--- src/ebam_regs.vh ---
`ifndef EBAM_REGS_VH
`define EBAM_REGS_VH

// ----------------------------------------------------------------------
// Control register group addresses
// ----------------------------------------------------------------------
`define EBAM_GRP_BASE      32'hFFF0_1000
`define EBAM_BOOT_CTL      32'hFFF0_1004
`define EBAM_SDRAM_CTL     32'hFFF0_1008
`define EBAM_IO_CTL        32'hFFF0_1018
`define EBAM_GRP_END       32'hFFF0_1028

// ----------------------------------------------------------------------
// Control group select bit positions
// ----------------------------------------------------------------------
`define EBAM_SEL_GRP       0
`define EBAM_SEL_BOOT      1
`define EBAM_SEL_SDRAM     2
`define EBAM_SEL_IO        3

// ----------------------------------------------------------------------
// Bank window geometry
// ----------------------------------------------------------------------
`define EBAM_NUM_BANKS     5
`define EBAM_PTR_W         13
`define EBAM_PTR_SHIFT     18
`define EBAM_SIZE_W        3
`define EBAM_SIZE_UNIT     32'h0004_0000
`define EBAM_IO_SIZE_MAX   3'h4
`define EBAM_XA_W          21

// ----------------------------------------------------------------------
// Bank bus width field encodings
// ----------------------------------------------------------------------
`define EBAM_BW_W          2
`define EBAM_BW_8          2'h0
`define EBAM_BW_16         2'h1
`define EBAM_BW_32         2'h2

// ----------------------------------------------------------------------
// Access size encodings
// ----------------------------------------------------------------------
`define EBAM_SZ_BYTE       2'h0
`define EBAM_SZ_HALF       2'h1
`define EBAM_SZ_WORD       2'h2

// ----------------------------------------------------------------------
// Reset values
// ----------------------------------------------------------------------
`define EBAM_XA_RST        21'h00_0000
`define EBAM_LANE_RST      4'h0

`endif

--- src/ebam_lane_map.v ---
`timescale 1ns/1ps
`default_nettype none
`include "ebam_regs.vh"

// Operation
// Decode control group at fixed peripheral addresses
// Per-bank width field steers address generation
// I/O bank window capped at 4M bytes
// Address pins from bits 20:0 or 21:1; the code also drives them from bits 22:2 for 32-bit banks
// Byte-order strap: high little, low big
// Little endian: byte 0 on lanes 7:0
// Big endian: byte 0 on lanes 31:24
// Abort on access outside every bank; the code also spares control group addresses from the abort
// Strap latched once at reset end

module ebam_lane_map (
  // Clock and reset
  input  wire                                    ref_clk,
  input  wire                                    sys_rst,
  // Byte order strap on external data line 14
  input  wire                                    byte_order_strap_line,
  // Internal access request
  input  wire                                    req_valid,
  input  wire [31:0]                             req_addr,
  input  wire [1:0]                              req_size,
  input  wire [31:0]                             req_wdata,
  // Bank setup, bank 0 boot, banks 1 to 4 external I/O
  input  wire [`EBAM_NUM_BANKS*`EBAM_PTR_W-1:0]  bank_base_ptr,
  input  wire [`EBAM_NUM_BANKS*`EBAM_SIZE_W-1:0] bank_size_code,
  input  wire [`EBAM_NUM_BANKS*`EBAM_BW_W-1:0]   bank_bus_width_field,
  // Decode result
  output reg                                     resp_valid,
  output reg                                     resp_abort,
  output reg  [`EBAM_NUM_BANKS-1:0]              ext_bank_sel,
  output reg  [`EBAM_XA_W-1:0]                   ext_addr,
  output reg  [3:0]                              ctl_grp_sel,
  output reg  [3:0]                              lane_sel,
  output reg  [31:0]                             lane_wdata,
  // Byte order in force
  output wire                                    little_endian
);

  // --------------------------------------------------------------------
  // Byte order strap capture
  // --------------------------------------------------------------------
  reg                         strap_done_reg;
  reg                         little_reg;

  // First edge after reset release takes the strap, then holds
  always @(posedge ref_clk or posedge sys_rst) begin
    if (sys_rst) begin
      strap_done_reg <= 1'b0;
      little_reg     <= 1'b0;
    end else if (!strap_done_reg) begin
      strap_done_reg <= 1'b1;
      little_reg     <= byte_order_strap_line;
    end
  end

  assign little_endian = little_reg;

  // --------------------------------------------------------------------
  // Bank windows
  // --------------------------------------------------------------------
  wire [`EBAM_NUM_BANKS-1:0]  bank_hit;
  wire [`EBAM_XA_W-1:0]       bank_xa [0:`EBAM_NUM_BANKS-1];

  genvar g;
  generate
    for (g = 0; g < `EBAM_NUM_BANKS; g = g + 1) begin : g_bank
      ebam_bank_win u_win (
        .addr                 (req_addr),
        .base_ptr             (bank_base_ptr[g*`EBAM_PTR_W +:
                                             `EBAM_PTR_W]),
        .size_code            (bank_size_code[g*`EBAM_SIZE_W +:
                                              `EBAM_SIZE_W]),
        .bank_bus_width_field (bank_bus_width_field[g*`EBAM_BW_W +:
                                                    `EBAM_BW_W]),
        .is_io_bank           (g != 0),
        .hit                  (bank_hit[g]),
        .xa                   (bank_xa[g])
      );
    end
  endgenerate

  // Lowest numbered hit wins; windows must not overlap anyway
  reg  [`EBAM_NUM_BANKS-1:0]  sel_next;
  reg  [`EBAM_XA_W-1:0]       xa_next;
  integer i;

  always @* begin
    sel_next = {`EBAM_NUM_BANKS{1'b0}};
    xa_next  = `EBAM_XA_RST;
    for (i = `EBAM_NUM_BANKS - 1; i >= 0; i = i - 1) begin
      if (bank_hit[i]) begin
        sel_next    = {`EBAM_NUM_BANKS{1'b0}};
        sel_next[i] = 1'b1;
        xa_next     = bank_xa[i];
      end
    end
  end

  // --------------------------------------------------------------------
  // Control register group decode
  // --------------------------------------------------------------------
  reg  [3:0]                  grp_next;
  wire                        in_grp_base;
  wire                        in_boot_ctl;
  wire                        in_sdram_ctl;
  wire                        in_io_ctl;

  // Address windows of the four control sub-groups
  assign in_grp_base  = (req_addr >= `EBAM_GRP_BASE) &&
                        (req_addr < `EBAM_BOOT_CTL);
  assign in_boot_ctl  = (req_addr >= `EBAM_BOOT_CTL) &&
                        (req_addr < `EBAM_SDRAM_CTL);
  assign in_sdram_ctl = (req_addr >= `EBAM_SDRAM_CTL) &&
                        (req_addr < `EBAM_IO_CTL);
  assign in_io_ctl    = (req_addr >= `EBAM_IO_CTL) &&
                        (req_addr < `EBAM_GRP_END);

  // One-hot select of the claimed sub-group
  always @* begin
    grp_next = 4'h0;
    if (in_io_ctl) begin
      grp_next[`EBAM_SEL_IO] = 1'b1;
    end else if (in_sdram_ctl) begin
      grp_next[`EBAM_SEL_SDRAM] = 1'b1;
    end else if (in_boot_ctl) begin
      grp_next[`EBAM_SEL_BOOT] = 1'b1;
    end else if (in_grp_base) begin
      grp_next[`EBAM_SEL_GRP] = 1'b1;
    end
  end

  // --------------------------------------------------------------------
  // Byte lane mapping
  // --------------------------------------------------------------------
  reg  [3:0]                  lane_next;
  reg  [31:0]                 wdata_next;
  reg  [1:0]                  lane_idx;

  // Internal lane of the addressed byte follows the byte order
  always @* begin
    if (little_reg) begin
      lane_idx = req_addr[1:0];
    end else begin
      lane_idx = 2'h3 - req_addr[1:0];
    end
  end

  // Lane enables and write data placed onto those lanes
  always @* begin
    lane_next  = 4'hF;
    wdata_next = req_wdata;
    case (req_size)
      `EBAM_SZ_BYTE: begin
        lane_next  = 4'h1 << lane_idx;
        wdata_next = {4{req_wdata[7:0]}};
      end
      `EBAM_SZ_HALF: begin
        if (req_addr[1] == little_reg) begin
          lane_next = 4'hC;
        end else begin
          lane_next = 4'h3;
        end
        wdata_next = {2{req_wdata[15:0]}};
      end
      default: begin
        lane_next  = 4'hF;
        wdata_next = req_wdata;
      end
    endcase
  end

  // --------------------------------------------------------------------
  // Registered response
  // --------------------------------------------------------------------
  wire                        bank_any;
  wire                        grp_any;
  wire                        miss;

  // A request is claimed by a bank window or by the control group
  assign bank_any = |sel_next;
  assign grp_any  = |grp_next;
  assign miss     = !bank_any && !grp_any;

  // Pulse outputs, one cycle per taken request
  always @(posedge ref_clk or posedge sys_rst) begin
    if (sys_rst) begin
      resp_valid <= 1'b0;
      resp_abort <= 1'b0;
    end else begin
      resp_valid <= req_valid;
      resp_abort <= req_valid && miss;
    end
  end

  // Bank select and address pins, held until the next request
  always @(posedge ref_clk or posedge sys_rst) begin
    if (sys_rst) begin
      ext_bank_sel <= {`EBAM_NUM_BANKS{1'b0}};
      ext_addr     <= `EBAM_XA_RST;
      ctl_grp_sel  <= 4'h0;
    end else if (req_valid) begin
      ext_bank_sel <= sel_next;
      ext_addr     <= xa_next;
      ctl_grp_sel  <= grp_next;
    end
  end

  // Lane enables and write data, lanes dropped on a miss
  always @(posedge ref_clk or posedge sys_rst) begin
    if (sys_rst) begin
      lane_sel   <= `EBAM_LANE_RST;
      lane_wdata <= 32'h0000_0000;
    end else if (req_valid) begin
      lane_sel   <= miss ? `EBAM_LANE_RST : lane_next;
      lane_wdata <= wdata_next;
    end
  end

endmodule // ebam_lane_map
`default_nettype wire

--- src/ebam_bank_win.v ---
`timescale 1ns/1ps
`default_nettype none
`include "ebam_regs.vh"

module ebam_bank_win (
  // Incoming access
  input  wire [31:0]                 addr,
  // Bank setup
  input  wire [`EBAM_PTR_W-1:0]      base_ptr,
  input  wire [`EBAM_SIZE_W-1:0]     size_code,
  input  wire [`EBAM_BW_W-1:0]       bank_bus_width_field,
  input  wire                        is_io_bank,
  // Decode result
  output wire                        hit,
  output reg  [`EBAM_XA_W-1:0]       xa
);

  wire [31:0]               base;
  wire [31:0]               offset;
  wire [`EBAM_SIZE_W-1:0]   eff_code;
  wire [31:0]               win_size;

  // Window start and size, I/O banks capped at 4M bytes
  assign base     = {1'b0, base_ptr, {`EBAM_PTR_SHIFT{1'b0}}};
  assign eff_code = (is_io_bank && (size_code > `EBAM_IO_SIZE_MAX)) ?
                    `EBAM_IO_SIZE_MAX : size_code;
  assign win_size = `EBAM_SIZE_UNIT << eff_code;
  assign offset   = addr - base;
  assign hit      = (addr >= base) && (offset < win_size);

  // Address pins shifted by the bank data width
  always @* begin
    if (bank_bus_width_field == `EBAM_BW_8) begin
      xa = addr[20:0];
    end else if (bank_bus_width_field == `EBAM_BW_16) begin
      xa = addr[21:1];
    end else begin
      xa = addr[22:2];
    end
  end

endmodule // ebam_bank_win
`default_nettype wire

--- config.mk ---
export PLATFORM = sky130hd
export DESIGN_NAME = ebam_lane_map
export DESIGN_NICKNAME = d
export VERILOG_FILES = /design/src/ebam_lane_map.v /design/src/ebam_bank_win.v
export VERILOG_INCLUDE_DIRS = /design/src
export SDC_FILE = /design/constraint.sdc
export NUM_CORES = 1
export LEC_CHECK = 0
export BUFFER_PORTS_ARGS = -buffer_cell sky130_fd_sc_hd__buf_2
export CAP_MARGIN = 20
export CORE_ASPECT_RATIO = 1.25
export CORE_MARGIN = 2
export CORE_UTILIZATION = 52
export CTS_CLUSTER_DIAMETER = 200
export DETAILED_ROUTE_END_ITERATION = 6
export PLACE_DENSITY = 0.8
export SLEW_MARGIN = 40
export SYNTH_ARGS = -nofsm -noshare
export SYNTH_HDL_FRONTEND = slang
export SYNTH_SLANG_ARGS = --single-unit
--- constraint.sdc ---
create_clock -name ref_clk -period 2.5 [get_ports ref_clk]
set_input_delay 0.75 -clock ref_clk [delete_from_list [all_inputs] [get_ports ref_clk]]
set_output_delay 0.75 -clock ref_clk [all_outputs]
set_load 0.02 [all_outputs]
=== Word-level counts from Yosys, hierarchy flattened ===
Index checks and enable logic that the tools add are counted.

* Bits in registers: 70
* Input port bits: 160
* Output and inout port bits: 69
* Logic and storage cells: 107

* Add/subtract/negate cells: 6
* $lt $le $gt $ge: 22
* Equality and inequality tests: 7
* Shift operators: 6
* Muxes and demuxes: 36
* Reductions and logical operators: 21

{| class="wikitable"
|+ Operator list
! operator !! number
|-
| $mux W21 || 15
|-
| $ge A32 B31 Y1 || 5
|-
| $lt A32 B32 Y1 || 5
|-
| $shl A19 B3 Y32 const A || 5
|-
| $sub A32 B31 Y32 || 5
|-
| $ge A32 B32 Y1 const B || 4
|-
| $lt A32 B32 Y1 const B || 4
|-
| $pmux W32 S2 || 1
|-
| $mux W5 || 5
|-
| $mux W3 || 5
|-
| $eq A2 B1 Y1 const B || 6
|-
| $gt A3 B3 Y1 const B || 4
|-
| $logic_not A2 Y1 || 6
|-
| $logic_and A1 B1 Y1 || 11
|-
| $mux W4 || 2
|-
| $pmux W4 S2 || 1
|-
| $mux W1 || 5
|-
| $reduce_or A5 Y1 || 1
|-
| $mux W2 || 2
|-
| $reduce_or A4 Y1 || 1
|-
| $shl A1 B2 Y4 const A || 1
|-
| $logic_not A1 Y1 || 2
|-
| $sub A2 B2 Y2 const A || 1
|-
| $eq A1 B1 Y1 || 1
|}

=== Depth between registers and ports, before layout ===
* Depth in word-level cells: 14
* Mapped depth: 21
* Gate-level depth less buffers: 20

=== By module ===
A second synthesis with hierarchy kept.

* Cells, all modules: 1,396
* Area total of the unflattened synthesis: 10,697.8 sq um

{| class="wikitable"
|+ By module, submodules not included
! module !! times used !! cells an instance !! area each (sq um) !! sequential area each (sq um)
|-
| ebam_bank_win at g_bank[0].u_win ... || 4 || 201 || 1,396.3 || 0.0
|-
| ebam_lane_map || 1 || 402 || 3,784.9 || 1,751.7
|-
| ebam_bank_win at g_bank[4].u_win || 1 || 190 || 1,327.5 || 0.0
|}

=== Worst setup path after synthesis ===
Ideal clock, no wire load.

* Kind: in2reg
* Start: input req_addr[18]
* End: register ext_addr[8]
* Library setup time: 0.145 ns
* Arrival time: 4.516 ns
* Data required time: 2.355 ns
* Setup slack: -2.161 ns
* Stages: 20
* Path buffers: 2
* Cells stage by stage: inv_1 ha_1 inv_1 fa_1 a211oi_1 o21bai_1 a21oi_1 xnor2_1 ha_1 nand2_1 o22ai_1 a2111oi_0 o2111ai_1 nor4_1 and3_1 clkbuf_1 buf_2 nor3_1 o311ai_0 o221ai_2

* Cells in the longest elaborated chain, start to end: 8
* Elaborated cells between the ends (all ways): 25
* Those cells by class: 5 x add/sub; 10 x order compare; 5 x mux; 5 x reduce/logical

{| class="wikitable"
|+ RTL lines
! what !! line !! text
|-
| start: declaration || ebam_lane_map.v:24 || <nowiki>input wire [31:0] req_addr,</nowiki>
|-
| $sub A32 B31 Y32 || ebam_bank_win.v:28 || <nowiki>assign offset = addr - base;</nowiki>
|-
| $lt A32 B32 Y1 || ebam_bank_win.v:29 || <nowiki>assign hit = (addr >= base) && (offset < win_size);</nowiki>
|-
| $logic_and A1 B1 Y1 || ebam_bank_win.v:29 ||
|-
| $mux W21 (4 in series) || ebam_lane_map.v:95 || <nowiki>if (bank_hit[i]) begin</nowiki>
|-
| $mux W21 * || ebam_lane_map.v:95 ||
|-
| end signal: assignment || ebam_lane_map.v:203 || <nowiki>ext_addr <= `EBAM_XA_RST;</nowiki>
|-
| end signal: assignment || ebam_lane_map.v:207 || <nowiki>ext_addr <= xa_next;</nowiki>
|-
| end: declaration || ebam_lane_map.v:35 || <nowiki>output reg [`EBAM_XA_W-1:0] ext_addr,</nowiki>
|}

Mark *: on every way between the ends. The rest lies on a longest branch, timed or not.
A chain may end at the register's enable or synchronous reset.

=== Worst setup path after layout ===
* Start: input req_addr[18]
* End: register ext_addr[0]

Same word-level chain as after synthesis.

==> results.txt <==
Status = finished with violations
Failing checks = negative setup slack
Maxcap violations = 0
ANT nets after route = 0
CP required = 2.70 ns
Ys Warns = 0
Largest net degree at the start of global routing = 91
Syn_area_per_cell = 7.63 sq um
Synth area leaders = dfrtp_1 16%, ha_1 12%, mux2i_1 12%
Placed Cells = 2090
Total core area = 0.0207 sq mm
Largest register FFs = 32
Kind of critical path = in -> reg
Clock Skew = 0.00288 ns
CP max FO = 4
GR Util All Layers = 33.8%
Num ports = 229
Final Hold Violating Endpoints = 0
Global-route wire length before repair = 60.4 mm
Initial antenna violation count = 1
Number of global-route vias before repair = 12500
# hold bufs at CTS = 0
Fmax = 225 MHz
Static Leak = 0.00756 uW
Synth cell types = 77
P_int = 3560 uW
# setup viols final = 31
RSZ-0062 raised after global routing = true
Period utilization = 178%
Synthesized instance count = 1423
Seq pwr share = 21.9%
Die H = 166 um
Worst Tran Pin Value = 0.865 ns
Logic pwr share = 53.4%
Port bufs = 228
Reg2reg path depth = 3
Post-synthesis register bit count = 70
PwrDens = 379 mW/mm^2
Area grow syn2layout = 42.0%
Num CTS Buffers = 9
Longest Clk Path Bufs = 2
Post-synth ARST share = 100%
Setup TNS = -55.15 ns
Via count = 13300
Post-synth EDFFs = 0
Clk pwr share = 24.7%
Top cells by count, synth = 175 x nor2_1, 160 x a21oi_1, 130 x mux2i_1, 117 x inv_1, 107 x ha_1
Fin. max-slew vios = 0
Net Sw Frac = 39.1%
Post-route setup slack = -1.95 ns
Clock sink count = 70
Arr. time, crit path = 4.65 ns
NetSw = 2280 uW
Relative slew margins = 42.3%
Peak VDD IR = 459 uV
Post-Layout Cell Count = 2143
TritonCTS clock tree = built
Die span in x = 133 um
Worst setup SP type = primary input
CTS root buf = clkbuf_16
Grt total ovfl = 0
Cell taking the most area after synthesis = dfrtp_1
Nets = 2134
Critical Path Sink Type = flip-flop
Tmin final = 4.45 ns
Share of the yosys chip area belonging to registers = 16.1%
Clock slew at reported path FFs = 0.06 ns
Layout cell share with drive strength beyond 1 = 38.4%
Worst-skew pair later-pin latency = 0.34 ns
Synth Cell Area = 0.0109 sq mm
Std-Cell Rows = 59
Hold Crit Class = in -> async
Largest registers = lane_wdata x32, ext_addr x21, ext_bank_sel x5
Drt first pass iters = 6
Most flops, register = lane_wdata
CTS H-tree depth = 3
Vias per inst = 6.19
HPWL Detailed = 28.3 mm
Main synth FF type = dfrtp_1
Cell with the most instances after synthesis = nor2_1
DIE AREA = 0.0221 sq mm
# fillers = 1496
Iter 0 DRT Violations = 1325
Wire per inst = 18.9 um
Effective utilization at floorplan = 52.5%
Top-area cell type share of the netlist area = 16.1%
Remaining DRCs = 0
Drt total wl = 40.4 mm
Placer Congestion = 0.940
[worst paths after layout]
| check | from | end | slack (ns) |
|---|---|---|---|
| max reg2reg | little_endian | lane_sel[0] | 1.38 |
| min | sys_rst | little_endian | 0.48 |
| min in group ref_clk | lane_sel[2] | lane_sel[2] | 0.49 |
| max | req_addr[18] | ext_addr[0] | -1.95 |
| min reg2reg | lane_sel[2] | lane_sel[2] | 0.49 |
| max in group asynchronous | sys_rst | ext_addr[10] | 1.67 |
[cell type report]
| class | instances | area (sq um) | share of cell area, % |
|---|---|---|---|
| antenna | 2 | 5.00 | 0.0325 |
| clock buffer | 9 | 225 | 1.46 |
| clock inverter | 7 | 105 | 0.681 |
| inverter | 117 | 447 | 2.90 |
| multi-input combinational | 1136 | 8780 | 56.9 |
| sequential | 70 | 1750 | 11.4 |
| tap | 274 | 343 | 2.22 |
| timing repair buffer | 528 | 3770 | 24.4 |
[logic make-up after synthesis]
logic type      Yosys count  share of synthesized area [%]
buf+inv                 229                           8.13
fa+ha+maj               112                           13.3
xor+xnor                 31                           2.50
other cells               1                         0.0345
mux                     182                           17.4
compound gates          397                           24.8
flops                    70                           16.1
simple gates            401                           17.7
[critical path: stages]
cell and delay (ns):
buf_6 0.10, clkinvlp_4 0.13, buf_4 0.13, buf_6 0.11, ha_4 0.12, nor2b_1 0.04, o31a_1 0.27, o21a_1 0.19
nor2_1 0.15, xnor2_1 0.16, ha_1 0.29, a21oi_2 0.17, o22ai_2 0.10, a2111oi_2 0.24, o2111ai_1 0.16, nor4_1 0.28
buf_4 0.16, and3_4 0.23, buf_12 0.12, buf_16 0.11, buf_12 0.12, nor3_1 0.05, o311ai_1 0.30, o221ai_2 0.17
[layer usage]
metal	track usage [%]	wire length, um	vias up
met4	19.8	2670	0
met2	60.2	19500	762
met5	0	0	-
met3	5.53	3330	232
li1	-	-	6075
met1	38.3	14900	6199
[timing repair]
item / in CTS / in global routing
pin swaps: 41 / 40
gates resized for setup: 58 / 38
gates cloned: 3 / 2
endpoints found under the setup margin: 31 / 33
setup buffers: 16 / 17
[per-stage QoR]
step	setup slack [ns]	cell area, sq um	hold slack, ns	util [%]	power [uW]
2_1_floorplan	-1.52	11100	0.477	-	3020
3_3_place_gp	-2.03	14300	0.468	69.1	4050
3_5_place_dp	-2.17	14300	0.472	69.1	4140
4_1_cts	-1.69	15100	0.487	73.0	5680
5_1_grt	-2.13	15400	0.493	74.6	6150
6_report	-1.95	15400	0.478	74.6	5840
[cell usage in the layout, fill, tap and decap left out, types with 15 or more instances in the layout]
cell type / n
o221ai_2: 21
a21o_1: 16
mux2_2: 52
nor2_1: 171
o311ai_1: 15
ha_1: 97
buf_2: 225
xnor2_1: 21
buf_12: 19
nand3_1: 18
a21oi_1: 152
nand2_1: 45
nor3_1: 47
inv_1: 109
o21ai_0: 48
buf_4: 266
mux2i_1: 130
dfrtp_1: 70
[power groups by stage]
stage | Combinational, uW | Sequential (uW) | Clock, uW
final | 3120 | 1280 | 1440
after global routing | 3370 | 1290 | 1480
after CTS | 2970 | 1280 | 1440
after detailed placement | 2850 | 1300 | 0
after global placement | 2760 | 1290 | 0
after floorplan | 1620 | 1400 | 0
Note: power is estimated with default switching activity, not from simulation.
